$ cat src/bse_defs.svh
// register offsets, field positions, reset values and timing counts for the branch unit
`ifndef BSE_DEFS_SVH
`define BSE_DEFS_SVH

// avalon byte offsets, one aligned 32-bit word each
`define BSE_OFF_INSTR    6'h00
`define BSE_OFF_STATUS   6'h04
`define BSE_OFF_IAR      6'h08
`define BSE_OFF_CC       6'h0c
`define BSE_OFF_SP       6'h10
`define BSE_OFF_R0       6'h14
`define BSE_OFF_R1       6'h18
`define BSE_OFF_R2       6'h1c
`define BSE_OFF_R3       6'h20
`define BSE_OFF_RAS_TOP  6'h24
`define BSE_OFF_PTR_ADDR 6'h28
`define BSE_OFF_PTR_DATA 6'h2c

// status bit positions
`define BSE_ST_BUSY      0
`define BSE_ST_TAKEN     1
`define BSE_ST_PUSHED    2
`define BSE_ST_ILLEGAL   3

// reset values
`define BSE_IAR_RST      15'h0000
`define BSE_SP_RST       3'h0
`define BSE_CC_RST       2'h0

// opcode fields (upper six bits of the first byte)
`define BSE_OP_INC_REL   6'h36
`define BSE_OP_INC_ABS   6'h37
`define BSE_OP_DEC_REL   6'h3e
`define BSE_OP_DEC_ABS   6'h3f
`define BSE_OP_TST_REL   6'h16
`define BSE_OP_TST_ABS   6'h17
`define BSE_OP_IDX_ABS   6'h27
`define BSE_OP_TCL_REL   6'h0e
`define BSE_OP_TCL_ABS   6'h0f
`define BSE_OP_FCL_REL   6'h2e
`define BSE_SEL_ALWAYS   2'h3
`define BSE_INDEX_REG    2'h3

// execution time: 3 processor cycles of 3 clock periods each
`define BSE_EXEC_CYCLES  9
`define BSE_CNT_LAST     4'h8
`define BSE_CNT_IND      4'h2

// pointer memory used for indirect fetches, and the return stack depth
`define BSE_PTR_DEPTH    64
`define BSE_PTR_AW       6
`define BSE_RAS_DEPTH    8

`endif

$ cat src/bse_pkg.sv
// types shared by the branch unit modules
package bse_pkg;

  typedef enum logic [2:0] {
    BSE_CL_NONE  = 3'b000,
    BSE_CL_INC   = 3'b001,
    BSE_CL_DEC   = 3'b010,
    BSE_CL_TST   = 3'b011,
    BSE_CL_IDX   = 3'b100,
    BSE_CL_ZCALL = 3'b101,
    BSE_CL_TCALL = 3'b110,
    BSE_CL_FCALL = 3'b111
  } bse_class_t;

  typedef enum logic [0:0] {
    BSE_ST_IDLE = 1'b0,
    BSE_ST_EXEC = 1'b1
  } bse_state_t;

endpackage

$ cat src/bse_dec_if.sv
// carrier between the execution sequencer and the decode/address unit
`timescale 1ns/1ps
`default_nettype none

interface bse_dec_if;
  import bse_pkg::*;
  logic [7:0]  byte1;
  logic [7:0]  byte2;
  logic [7:0]  byte3;
  logic [14:0] instr_addr_reg;
  logic [1:0]  cc;
  logic [31:0] regs;
  bse_class_t  cls;
  logic        take;
  logic        push;
  logic        indirect;
  logic        indexed;
  logic        reg_wr;
  logic [7:0]  reg_new;
  logic [14:0] ea_pre;
  logic [14:0] seq;

  modport seqr (output byte1, byte2, byte3, instr_addr_reg, cc, regs,
                input  cls, take, push, indirect, indexed, reg_wr, reg_new, ea_pre, seq);
  modport dec  (input  byte1, byte2, byte3, instr_addr_reg, cc, regs,
                output cls, take, push, indirect, indexed, reg_wr, reg_new, ea_pre, seq);
endinterface

`default_nettype wire

$ cat src/bse_exec.sv
// branch and subroutine-call execution unit with an avalon-mm register port
//
// Operation
// - increment loop branch adds one, branches when the new value is non-zero.
// - decrement loop branch subtracts one, branches when the new value is non-zero.
// - register test branch leaves the register, branches when it is non-zero.
// - untaken branch continues after the second or third instruction byte.
// - indexed branch is unconditional, always indexes with register three.
// - indexed forms add the index after the indirect pointer is fetched.
// - page-zero call displacement is signed -64..+63, based at address zero.
// - direct page-zero call target is taken modulo 8192.
// - direct page-zero call forces page bits 14 and 13 to zero.
// - page-zero call bumps stack pointer, pushes return address, then jumps.
// - true call pushes and jumps only when selector matches condition code or is three.
// - untaken call leaves stack pointer and return stack alone.
// - true call with selector three always calls.
// - every form honours the indirect flag by fetching the target pointer.
// - every instruction here completes in nine clock periods.
// - false call pushes and jumps only when selector differs from condition code.
// - false relative call never decodes with selector three.
`timescale 1ns/1ps
`default_nettype none
`include "bse_defs.svh"

module bse_exec
  import bse_pkg::*;
(
  input  wire logic        mclk_i,
  input  wire logic        sys_rst_i,
  input  wire logic [5:0]  avs_address_i,
  input  wire logic        avs_read_i,
  input  wire logic        avs_write_i,
  input  wire logic [31:0] avs_writedata_i,
  output logic      [31:0] avs_readdata_o,
  output logic             avs_waitrequest_o,
  output logic             busy_o
);

  bse_state_t  state_reg;
  logic [3:0]  cnt_reg;
  logic [7:0]  byte1_reg;
  logic [7:0]  byte2_reg;
  logic [7:0]  byte3_reg;
  logic [14:0] iar_reg;
  logic [1:0]  cc_reg;
  logic [2:0]  sp_reg;
  logic [7:0]  gpr_reg [4];
  logic [14:0] ras_reg [`BSE_RAS_DEPTH];
  logic [14:0] ptr_mem [`BSE_PTR_DEPTH];
  logic [5:0]  ptr_addr_reg;
  logic [14:0] tgt_reg;
  logic        taken_reg;
  logic        pushed_reg;
  logic        illegal_reg;
  logic [31:0] rdata_next;
  logic        wr_ok;
  logic        rd_req;
  logic        commit;
  logic [14:0] ea_final;
  logic [2:0]  sp_next;
  logic [31:0] regs_flat;

  bse_dec_if dif ();

  bse_dec u_dec (
    .d (dif.dec)
  );

  genvar gi;
  generate
    for (gi = 0; gi < 4; gi++) begin : g_flat
      assign regs_flat[8*gi +: 8] = gpr_reg[gi];
    end
  endgenerate

  // decoder sees the latched instruction and live machine state
  assign dif.byte1 = byte1_reg;
  assign dif.byte2 = byte2_reg;
  assign dif.byte3 = byte3_reg;
  assign dif.instr_addr_reg   = iar_reg;
  assign dif.cc    = cc_reg;
  assign dif.regs  = regs_flat;

  // ---------------- avalon slave ----------------
  // one wait cycle per access, so readdata can come from a flop
  assign wr_ok  = avs_write_i && !avs_waitrequest_o;
  assign rd_req = avs_read_i && avs_waitrequest_o;

  always_ff @(posedge mclk_i) begin
    if (sys_rst_i) begin
      avs_waitrequest_o <= 1'b1;
    end else begin
      avs_waitrequest_o <= !((avs_read_i || avs_write_i) && avs_waitrequest_o);
    end
  end

  always_comb begin
    rdata_next = 32'h0000_0000;
    unique case (avs_address_i)
      `BSE_OFF_INSTR:    rdata_next = {8'h00, byte3_reg, byte2_reg, byte1_reg};
      `BSE_OFF_STATUS: begin
        rdata_next[`BSE_ST_BUSY]    = (state_reg == BSE_ST_EXEC);
        rdata_next[`BSE_ST_TAKEN]   = taken_reg;
        rdata_next[`BSE_ST_PUSHED]  = pushed_reg;
        rdata_next[`BSE_ST_ILLEGAL] = illegal_reg;
      end
      `BSE_OFF_IAR:      rdata_next = {17'h00000, iar_reg};
      `BSE_OFF_CC:       rdata_next = {30'h00000000, cc_reg};
      `BSE_OFF_SP:       rdata_next = {29'h00000000, sp_reg};
      `BSE_OFF_R0:       rdata_next = {24'h000000, gpr_reg[0]};
      `BSE_OFF_R1:       rdata_next = {24'h000000, gpr_reg[1]};
      `BSE_OFF_R2:       rdata_next = {24'h000000, gpr_reg[2]};
      `BSE_OFF_R3:       rdata_next = {24'h000000, gpr_reg[3]};
      `BSE_OFF_RAS_TOP:  rdata_next = {17'h00000, ras_reg[sp_reg]};
      `BSE_OFF_PTR_ADDR: rdata_next = {26'h0000000, ptr_addr_reg};
      `BSE_OFF_PTR_DATA: rdata_next = {17'h00000, ptr_mem[ptr_addr_reg]};
      default:           rdata_next = 32'h0000_0000;
    endcase
  end

  always_ff @(posedge mclk_i) begin
    if (sys_rst_i) begin
      avs_readdata_o <= 32'h0000_0000;
    end else if (rd_req) begin
      avs_readdata_o <= rdata_next;
    end
  end

  // ---------------- sequencer ----------------
  assign commit = (state_reg == BSE_ST_EXEC) && (cnt_reg == `BSE_CNT_LAST);

  always_ff @(posedge mclk_i) begin
    if (sys_rst_i) begin
      state_reg <= BSE_ST_IDLE;
      cnt_reg   <= 4'h0;
      busy_o    <= 1'b0;
    end else begin
      unique case (state_reg)
        BSE_ST_IDLE: begin
          if (wr_ok && avs_address_i == `BSE_OFF_INSTR) begin
            state_reg <= BSE_ST_EXEC;
            cnt_reg   <= 4'h0;
            busy_o    <= 1'b1;
          end
        end
        BSE_ST_EXEC: begin
          // fixed length whatever the outcome
          if (commit) begin
            state_reg <= BSE_ST_IDLE;
            busy_o    <= 1'b0;
          end else begin
            cnt_reg <= 4'(cnt_reg + 4'h1);
          end
        end
      endcase
    end
  end

  // instruction bytes are frozen while executing
  always_ff @(posedge mclk_i) begin
    if (sys_rst_i) begin
      byte1_reg <= 8'h00;
      byte2_reg <= 8'h00;
      byte3_reg <= 8'h00;
    end else if (wr_ok && avs_address_i == `BSE_OFF_INSTR && state_reg == BSE_ST_IDLE) begin
      byte1_reg <= avs_writedata_i[7:0];
      byte2_reg <= avs_writedata_i[15:8];
      byte3_reg <= avs_writedata_i[23:16];
    end
  end

  // indirect pointer fetched mid-instruction, index added afterwards
  always_ff @(posedge mclk_i) begin
    if (sys_rst_i) begin
      tgt_reg <= 15'h0000;
    end else if (state_reg == BSE_ST_EXEC && cnt_reg == `BSE_CNT_IND) begin
      if (dif.indirect)
        tgt_reg <= ptr_mem[dif.ea_pre[`BSE_PTR_AW-1:0]];
      else
        tgt_reg <= dif.ea_pre;
    end
  end

  assign ea_final = dif.indexed ? 15'(tgt_reg + {7'h00, gpr_reg[`BSE_INDEX_REG]})
                                : tgt_reg;

  // the decoder is combinational on the frozen bytes; results are used at commit
  always_ff @(posedge mclk_i) begin
    if (sys_rst_i) begin
      iar_reg <= `BSE_IAR_RST;
    end else if (commit && dif.cls != BSE_CL_NONE) begin
      iar_reg <= dif.take ? ea_final : dif.seq;
    end else if (wr_ok && avs_address_i == `BSE_OFF_IAR && state_reg == BSE_ST_IDLE) begin
      iar_reg <= avs_writedata_i[14:0];
    end
  end

  // only software moves the condition code; execution never writes it
  always_ff @(posedge mclk_i) begin
    if (sys_rst_i) begin
      cc_reg <= `BSE_CC_RST;
    end else if (wr_ok && avs_address_i == `BSE_OFF_CC && state_reg == BSE_ST_IDLE) begin
      cc_reg <= avs_writedata_i[1:0];
    end
  end

  assign sp_next = 3'(sp_reg + 3'h1);

  // stack wraps silently at eight entries, as a real return stack would
  always_ff @(posedge mclk_i) begin
    if (sys_rst_i) begin
      sp_reg <= `BSE_SP_RST;
    end else if (commit && dif.push) begin
      sp_reg <= sp_next;
    end else if (wr_ok && avs_address_i == `BSE_OFF_SP && state_reg == BSE_ST_IDLE) begin
      sp_reg <= avs_writedata_i[2:0];
    end
  end

  always_ff @(posedge mclk_i) begin
    if (commit && dif.push) begin
      ras_reg[sp_next] <= dif.seq;
    end
  end

  generate
    for (gi = 0; gi < 4; gi++) begin : g_gpr
      always_ff @(posedge mclk_i) begin
        if (sys_rst_i) begin
          gpr_reg[gi] <= 8'h00;
        end else if (commit && dif.reg_wr && byte1_reg[1:0] == 2'(gi)) begin
          gpr_reg[gi] <= dif.reg_new;
        end else if (wr_ok && avs_address_i == 6'(`BSE_OFF_R0 + 4 * gi) &&
                     state_reg == BSE_ST_IDLE) begin
          gpr_reg[gi] <= avs_writedata_i[7:0];
        end
      end
    end
  endgenerate

  // pointer memory is loaded by software; no reset, it is plain storage
  always_ff @(posedge mclk_i) begin
    if (wr_ok && avs_address_i == `BSE_OFF_PTR_DATA && state_reg == BSE_ST_IDLE) begin
      ptr_mem[ptr_addr_reg] <= avs_writedata_i[14:0];
    end
  end

  always_ff @(posedge mclk_i) begin
    if (sys_rst_i) begin
      ptr_addr_reg <= 6'h00;
    end else if (wr_ok && avs_address_i == `BSE_OFF_PTR_ADDR) begin
      ptr_addr_reg <= avs_writedata_i[5:0];
    end
  end

  always_ff @(posedge mclk_i) begin
    if (sys_rst_i) begin
      taken_reg   <= 1'b0;
      pushed_reg  <= 1'b0;
      illegal_reg <= 1'b0;
    end else if (commit) begin
      taken_reg   <= dif.take;
      pushed_reg  <= dif.push;
      illegal_reg <= (dif.cls == BSE_CL_NONE);
    end
  end

endmodule

`default_nettype wire

$ cat src/bse_dec.sv
// decode, condition test and effective-address pre-calculation
`timescale 1ns/1ps
`default_nettype none
`include "bse_defs.svh"

module bse_dec
  import bse_pkg::*;
(
  bse_dec_if.dec d
);

  logic [5:0]  op;
  logic [1:0]  sel;
  logic        is_abs;
  logic [7:0]  rval;
  logic [12:0] disp;
  logic [14:0] len;

  assign op   = d.byte1[7:2];
  assign sel  = d.byte1[1:0];
  assign rval = d.regs[8*sel +: 8];
  assign disp = {{6{d.byte2[6]}}, d.byte2[6:0]};

  always_comb begin
    d.cls  = BSE_CL_NONE;
    is_abs = 1'b0;
    unique case (op)
      `BSE_OP_INC_REL: d.cls = BSE_CL_INC;
      `BSE_OP_INC_ABS: begin d.cls = BSE_CL_INC; is_abs = 1'b1; end
      `BSE_OP_DEC_REL: d.cls = BSE_CL_DEC;
      `BSE_OP_DEC_ABS: begin d.cls = BSE_CL_DEC; is_abs = 1'b1; end
      `BSE_OP_TST_REL: d.cls = BSE_CL_TST;
      `BSE_OP_TST_ABS: begin d.cls = BSE_CL_TST; is_abs = 1'b1; end
      `BSE_OP_TCL_REL: d.cls = BSE_CL_TCALL;
      `BSE_OP_TCL_ABS: begin d.cls = BSE_CL_TCALL; is_abs = 1'b1; end
      `BSE_OP_IDX_ABS: begin
        // only the all-ones selector is the indexed branch here
        if (sel == `BSE_INDEX_REG) begin
          d.cls  = BSE_CL_IDX;
          is_abs = 1'b1;
        end
      end
      `BSE_OP_FCL_REL: begin
        // selector three is the page-zero call, never the false call
        if (sel == `BSE_SEL_ALWAYS) d.cls = BSE_CL_ZCALL;
        else d.cls = BSE_CL_FCALL;
      end
      default: d.cls = BSE_CL_NONE;
    endcase
  end

  // return/fall-through address stays inside the current page
  assign len   = is_abs ? 15'h0003 : 15'h0002;
  assign d.seq = {d.instr_addr_reg[14:13], 13'(d.instr_addr_reg[12:0] + len[12:0])};

  always_comb begin
    if (d.cls == BSE_CL_ZCALL)
      d.ea_pre = {2'b00, disp};
    else if (is_abs)
      d.ea_pre = {d.byte2[6:0], d.byte3};
    else
      d.ea_pre = {d.seq[14:13], 13'(d.seq[12:0] + disp)};
  end

  assign d.indirect = d.byte2[7];
  assign d.indexed  = (d.cls == BSE_CL_IDX);

  always_comb begin
    d.reg_wr  = 1'b0;
    d.reg_new = rval;
    d.take    = 1'b0;
    unique case (d.cls)
      BSE_CL_NONE: d.take = 1'b0;
      BSE_CL_INC: begin
        d.reg_wr  = 1'b1;
        d.reg_new = 8'(rval + 8'h01);
        d.take    = (d.reg_new != 8'h00);
      end
      BSE_CL_DEC: begin
        d.reg_wr  = 1'b1;
        d.reg_new = 8'(rval - 8'h01);
        d.take    = (d.reg_new != 8'h00);
      end
      BSE_CL_TST:   d.take = (rval != 8'h00);
      BSE_CL_IDX:   d.take = 1'b1;
      BSE_CL_ZCALL: d.take = 1'b1;
      BSE_CL_TCALL: d.take = (sel == `BSE_SEL_ALWAYS) || (sel == d.cc);
      BSE_CL_FCALL: d.take = (sel != d.cc);
    endcase
  end

  assign d.push = d.take && (d.cls == BSE_CL_ZCALL || d.cls == BSE_CL_TCALL ||
                             d.cls == BSE_CL_FCALL);

endmodule

`default_nettype wire

$ cat config.mk
export PLATFORM = sky130hd
export DESIGN_NAME = bse_exec
export DESIGN_NICKNAME = d
export VERILOG_FILES = /design/src/bse_pkg.sv /design/src/bse_dec_if.sv /design/src/bse_exec.sv /design/src/bse_dec.sv
export VERILOG_INCLUDE_DIRS = /design/src /design/src/src
export SDC_FILE = /design/constraint.sdc
export NUM_CORES = 2
export LEC_CHECK = 0
export BUFFER_PORTS_ARGS = -buffer_cell sky130_fd_sc_hd__clkbuf_2
export CORE_AREA = 3 3 390 392
export CTS_CLUSTER_DIAMETER = 120
export DETAILED_ROUTE_END_ITERATION = 7
export DIE_AREA = 0 0 393 395
export GPL_ROUTABILITY_DRIVEN = 0
export HOLD_SLACK_MARGIN = 0.1
export PLACE_DENSITY = 0.64
export REMOVE_ABC_BUFFERS = 1
export SYNTH_ARGS = -nofsm -noshare
export SYNTH_HDL_FRONTEND = slang
export SYNTH_SLANG_ARGS = --single-unit
$ cat constraint.sdc
create_clock -name mclk_i -period 6.95 [get_ports mclk_i]
set_input_delay 1.0425 -clock mclk_i [delete_from_list [all_inputs] [get_ports mclk_i]]
set_output_delay 1.0425 -clock mclk_i [all_outputs]
set_load 0.03 [all_outputs]
# Word level (Yosys, flattened, before mapping)
# Memories as Yosys holds them, arrays and structs flattened. A register that Yosys moved wholly into a read port is not among the register bits.
# Cells that the tools add are included.
# W data, S select, Z words.
[totals]
out_inout_bits = 34
ff_bits = 107
ram_bits = 1112
n_memories = 3
[memory_table]
columns = ["name", "depth", "word_bits", "read_ports", "rd_clocked_by_memory_dff", "write_ports", "line_no", "rtl"]
rows = [
  ["ptr_mem", 64, 15, 2, 1, 1, "bse_exec.sv:49", "logic [14:0] ptr_mem [`BSE_PTR_DEPTH];"],
  ["ras_reg", 8, 15, 1, 1, 1, "bse_exec.sv:48", "logic [14:0] ras_reg [`BSE_RAS_DEPTH];"],
  ["gpr_reg", 4, 8, 4, 0, 4, "bse_exec.sv:47", "logic [7:0] gpr_reg [4];"],
]
[classes]
n_reduce_logical = 57
n_bitwise = 9
shifts = 1
n_addsub = 7
n_eq_ne = 39
n_mux = 75
[ops]
columns = ["op", "n"]
rows = [
  ["$pmux W20 S9", 1],
  ["$mux W15", 7],
  ["$mux W8", 8],
  ["$eq A6 B6 Y1 const B", 10],
  ["$pmux W4 S12", 1],
  ["$mux W1", 41],
  ["$eq A6 B5 Y1 const B", 6],
  ["$logic_and A1 B1 Y1", 32],
  ["$shiftx A32 B6 Y8", 1],
  ["$add A13 B13 Y13", 2],
  ["$eq A6 B4 Y1 const B", 4],
  ["$reduce_bool A8 Y1", 3],
  ["$pmux W3 S6", 1],
  ["$pmux W8 S2", 1],
  ["$add A15 B8 Y15", 1],
  ["$mux W3", 5],
  ["$eq A3 B3 Y1 const B", 4],
  ["$mux W6", 2],
  ["$reduce_or A2 Y1", 6],
  ["$add A8 B1 Y8 const B", 1],
  ["$mux W4", 2],
  ["$or A1 B1 Y1", 8],
  ["$pmux W4 S2", 1],
  ["$sub A8 B1 Y8 const B", 1],
  ["26 further kinds", 39],
]

# Depth between registers and ports, before layout
[logic_depth]
depth_word = 13
depth_mapped = 23
mapped_depth_nobuf = 19

# Hierarchy
# From an unflattened synthesis, not the netlist that was laid out.
[unflattened]
hier_cells = 3413
hier_area_um2 = 58108.2
[modules_own_cells]
columns = ["module", "area_each_um2", "instances", "seq_area_each_um2", "cells_per_inst"]
rows = [
  ["bse_exec", 56226.4, 1, 35554.1, 3144],
  ["bse_dec", 1881.8, 1, 0.0, 269],
]

# Least setup slack after synthesis
# OpenSTA, ideal clock, no wires.
[synth_path]
path_kind = "register to register"
from = "reg byte1_reg[7]"
to = "reg tgt_reg[14]"
synth_period_minus_slack_ns = 5.063
arrival_ns = 4.939
path_slack_ns = 1.887
t_required_ns = 6.825
setup_time_ns = 0.125
stages_incl_launch_ff = 21
path_cell_list = "dfxtp_1 > nand2b_2 > o21a_1 > a21oi_2 > buf_2 > buf_1 > ha_1 > inv_1 > ha_1 > xnor2_1 > ha_1 > a21oi_1 > a21boi_0 > a2111oi_2 > o31a_1 > buf_2 > buf_1 > clkbuf_1 > o21ai_0 > a211oi_1 > a21oi_1"
[synth_via]
elab_chain_len = 10
word_cells_on_any_way = 25
classes_between = "add/sub (2); eq/ne (11); mux (6); reduce/logical (5); memory (1)"
[synth_rtl]
columns = ["element", "line_no", "rtl"]
rows = [
  ["start, declared", "bse_exec.sv:41", "logic [7:0] byte1_reg;"],
  ["start signal, assigned", "bse_exec.sv:166", "byte1_reg <= avs_writedata_i[7:0];"],
  ["$eq A6 B6 Y1, or another cell as far along", "bse_dec.sv:27", "unique case (op)"],
  ["$reduce_or A4 Y1 (no source line)", "n/a", ""],
  ["$pmux W1 S2 (*)", "bse_dec.sv:27", ""],
  ["$mux W1 (*)", "bse_dec.sv:53", "assign len = is_abs ? 15'h0003 : 15'h0002;"],
  ["$add A13 B13 Y13 (*)", "bse_dec.sv:54", "assign d.seq = {d.instr_addr_reg[14:13], 13'(d.instr_addr_reg[12:0] + len[12:0])};"],
  ["net dif.seq[2]", "bse_dec_if.sv:21", "logic [14:0] seq;"],
  ["$add A13 B13 Y13 (*)", "bse_dec.sv:62", "d.ea_pre = {d.seq[14:13], 13'(d.seq[12:0] + disp)};"],
  ["$mux W15 (*)", "bse_dec.sv:59", "else if (is_abs)"],
  ["$mux W15 (*)", "bse_dec.sv:57", "if (d.cls == BSE_CL_ZCALL)"],
  ["$mem_v2 Z64 W15 (*)", "n/a", ""],
  ["$mux W15 (*)", "bse_exec.sv:177", "if (dif.indirect)"],
  ["end signal, assigned", "bse_exec.sv:178", "tgt_reg <= ptr_mem[dif.ea_pre[`BSE_PTR_AW-1:0]];"],
  ["end signal, assigned", "bse_exec.sv:180", "tgt_reg <= dif.ea_pre;"],
  ["end, declared", "bse_exec.sv:51", "logic [14:0] tgt_reg;"],
]
# Mark *: on every way through the listed nets, which the timed path passes. The rest lies on a longest branch.
# A chain may end at the register's enable or synchronous reset.

# Worst setup path after layout
[layout_path]
from = "reg byte1_reg[6]"
to = "reg tgt_reg[14]"
# Same word-level chain as after synthesis.

==> results.ini <==
[sta]
tightestPinTransition_ns=1.36
finalWorstPathRequiredPeriod_ns=6.07
finClkSkew_ns=0.0410
hold_viol=0
clock.fmax_mhz=165
rsz0062_at_grt=false
relSlewSlack_pct=9.10
finalCritPeriodShare_pct=87.3
slew_violations=0
setup_viol_count_final=0

[setup_path]
crit_buf_inv=3
r2r-end=tgt_reg[14]
max_stage_delay_ns=0.74
worstSetupEndpointType=flop
reg2reg_depth=18
cpLargestDelayFamily=compound AO/OA/AOI/OAI gates
regToRegSetupSlack_ns=0.88
timing.critical_path.to=tgt_reg[14]
worstReg2RegStart=byte1_reg[6]
crit_required_ns=7.57
cp_slowest_cell=dfxtp_1
cp_cell_sequence=nand2b_1 > o21a_1 > a21oi_2 > ha_1 > ha_1 > inv_1 > fa_1 > xnor2_1 > a2111oi_4 > a211oi_4 > buf_4 > nor2_1 > buf_4 > a32oi_1 > nand4_1 > o21ai_0 > a211oi_1 > a21oi_1
worstSetupStartpointType=flop
crit_arrival_ns=6.69
startpoint=byte1_reg[6]
worst-path-stages=18
path_class=flop to flop
path_max_fanout=27

[floorplan]
die_h_um=395
initial_utilization_pct=39.7
die_area_um2=155000
dieWidth_um=393
boundaryPins=76
coreArea_um2=149000
num_rows=142

[worst_hold_path]
hold_path_class=flop to flop
hold_depth=2

[clocking]
path_clk_slew_ns=0.06
cts_buffers=132
clk_path_buf_depth=3
cts_root_buf=clkbuf_16
cts.sinks=1220
cts_resized=0
clk_latency_ns=0.78
htree_num_levels=4
cts_tree=done
cts_setup_buffers=0
hold_buffers=0

[synthesis]
yosys.area_share.xor_xnor_pct=0.755
synth_compound_area_share_pct=8.19
synth_adder_area_share_pct=0.785
ys_seq_elements=1220
yosysWarnings=0
synth_area_um2=59300
synth-async-reset-ratio_pct=0
synth.avg_cell_area_um2=13.8
synth-main-ff-cell=edfxtp_1
post_synth_mux_area_share_pct=17.3
synthSimpleGateAreaFrac_pct=10.1
synth_cell_types=88
synth_top_family_by_area=multiplexers
yosysSeqAreaShare_pct=60.0
syn_inst=4307
synth_edf_count=1112

[run]
cap_violations=0

[global_route]
grt_pass1_vias=39866
grt_use_total_pct=26.0
grt_overflow=0
antenna_found_initial=11
grt_pass1_wl_mm=290
grt_max_degree=104

[layout]
layout_commonest_cell=edfxtp_1
stdcell_count=6409
largest_reg_flops=960
layout_common_cells=edfxtp_1 (1112), nand2_1 (755), mux4_2 (354)
final_area_um2=66500
n_fill_cell=13087
synthToLayoutAreaGrowth_pct=12.1
drive_above_1_share_pct=19.9
finalNetCount=4428

[power_and_ir_drop]
power_frac_seq_pct=52.8
clkPwrFrac_pct=45.4
ir_drop_v=0.000264
p_sw_w=0.00319
pwr-share-comb_pct=1.8
internal-power_w=0.0120
p_leak_nw=21.8
switching_share_pct=21.0
p_per_area_nw_per_um2=228

[place]
placedInstanceArea_um2=62300
dp_cells=6160
dp_hpwl_mm=128
portBuffers=59

[route]
drtAntennaViolNets=0
drcViolationCount=0
wl_per_cell_um=31.9
via_per_inst=6.52
drtIter0Drc=6519
via_count=41755
drt_wl_total_mm=204
dr.pass1.iters=7

[status]
outcome=finished clean

-- Yosys cell counts (8+ instances only) --
library cell | instances | share of area, %
nor3_1 | 53 | 0.45
or3_1 | 9 | 0.095
mux2_2 | 13 | 0.25
a21o_1 | 22 | 0.28
xnor2_1 | 28 | 0.41
o31a_1 | 21 | 0.31
o211ai_1 | 22 | 0.28
dfxtp_1 | 108 | 3.6
mux2i_1 | 212 | 3.6
a211oi_1 | 66 | 0.84
a22oi_1 | 59 | 0.75
a311oi_1 | 14 | 0.21
buf_4 | 45 | 0.57
and3_1 | 34 | 0.36
buf_6 | 13 | 0.25
edfxtp_1 | 1112 | 56
a21oi_1 | 169 | 1.4
o2111ai_1 | 8 | 0.12
mux4_2 | 354 | 13
nand4_1 | 42 | 0.44
o21ai_0 | 63 | 0.53
nor2_1 | 187 | 1.2
o311ai_0 | 8 | 0.12
a32o_1 | 10 | 0.17
o221ai_1 | 14 | 0.21
a31oi_1 | 33 | 0.35
a22o_1 | 29 | 0.43
nand2_1 | 755 | 4.8
nand3_1 | 245 | 2.1
buf_2 | 102 | 0.86
buf_1 | 42 | 0.27
nand3b_1 | 11 | 0.14
a32oi_1 | 36 | 0.53
ha_1 | 34 | 0.72
xor2_1 | 20 | 0.30
inv_1 | 25 | 0.16
o22ai_1 | 30 | 0.32
clkbuf_1 | 125 | 0.79
-- worst min-delay path by stage --
| stage | to | startpoint |
|---|---|---|
| 2_1_floorplan | pushed_reg | pushed_reg |
| 4_1_cts | byte3_reg[1] | avs_writedata_i[17] |
| 6_report | pushed_reg | pushed_reg |
| 3_5_place_dp | pushed_reg | pushed_reg |
| 5_1_grt | byte3_reg[1] | avs_writedata_i[17] |
| 3_3_place_gp | pushed_reg | pushed_reg |
-- worst register-to-register path: stages (launching register included) --
cell	delay (ns)
dfxtp_1	0.74
nand2b_1	0.23
o21a_1	0.21
a21oi_2	0.18
ha_1	0.35
ha_1	0.24
inv_1	0.06
fa_1	0.42
xnor2_1	0.18
a2111oi_4	0.40
a211oi_4	0.13
buf_4	0.33
nor2_1	0.59
buf_4	0.43
a32oi_1	0.16
nand4_1	0.11
o21ai_0	0.29
a211oi_1	0.70
a21oi_1	0.15
-- routing by layer --
| layer | up-vias | routed length [um] | GRT usage (%) |
|---|---|---|---|
| li1 | 17063 | - | - |
| met2 | 3096 | 89100 | 38.0 |
| met4 | 4 | 12900 | 14.3 |
| met1 | 20961 | 73800 | 33.9 |
| met3 | 631 | 28400 | 8.87 |
| met5 | - | 28 | 0 |
-- logic make-up after synthesis --
family | Yosys count
simple gates | 1384
flops | 1220
compound gates | 685
mux | 579
buf+inv | 353
xor+xnor | 49
fa+ha+maj | 36
other cells | 1
-- power by group through the flow --
stage	logic (W)	clock network, W	registers [W]
after floorplan	0.0000789	0	0.00815
after global placement	0.000254	0	0.00815
after detailed placement	0.000259	0	0.00816
after CTS	0.000259	0.00694	0.00800
after global routing	0.000277	0.00726	0.00800
final	0.000266	0.00688	0.00800
-- layout make-up --
cell class / count / area [um2] / area share [%]
inverters: 25 / 93.8 / 0.141
clock inverters: 66 / 502 / 0.755
multi-input cells: 2741 / 22400 / 33.7
diodes: 9 / 22.5 / 0.0339
clock buffers: 174 / 3670 / 5.52
well taps: 1944 / 2430 / 3.66
repair buffers: 230 / 1780 / 2.68
flip-flops and latches: 1220 / 35600 / 53.5
-- per-stage QoR --
step,hold slack [ns],setup slack (ns),utilization [%],setup TNS (ns),power [W]
after CTS,0.444,1.06,44.5,0,0.0152
after global placement,0.459,1.20,41.7,0,0.00841
after detailed placement,0.459,1.06,41.7,0,0.00841
final,0.467,0.881,44.6,0,0.0151
after floorplan,0.431,-8.20,-,-183.67,0.00823
after global routing,0.464,0.660,44.5,0,0.0155
Power figures use the tool's default switching activity.
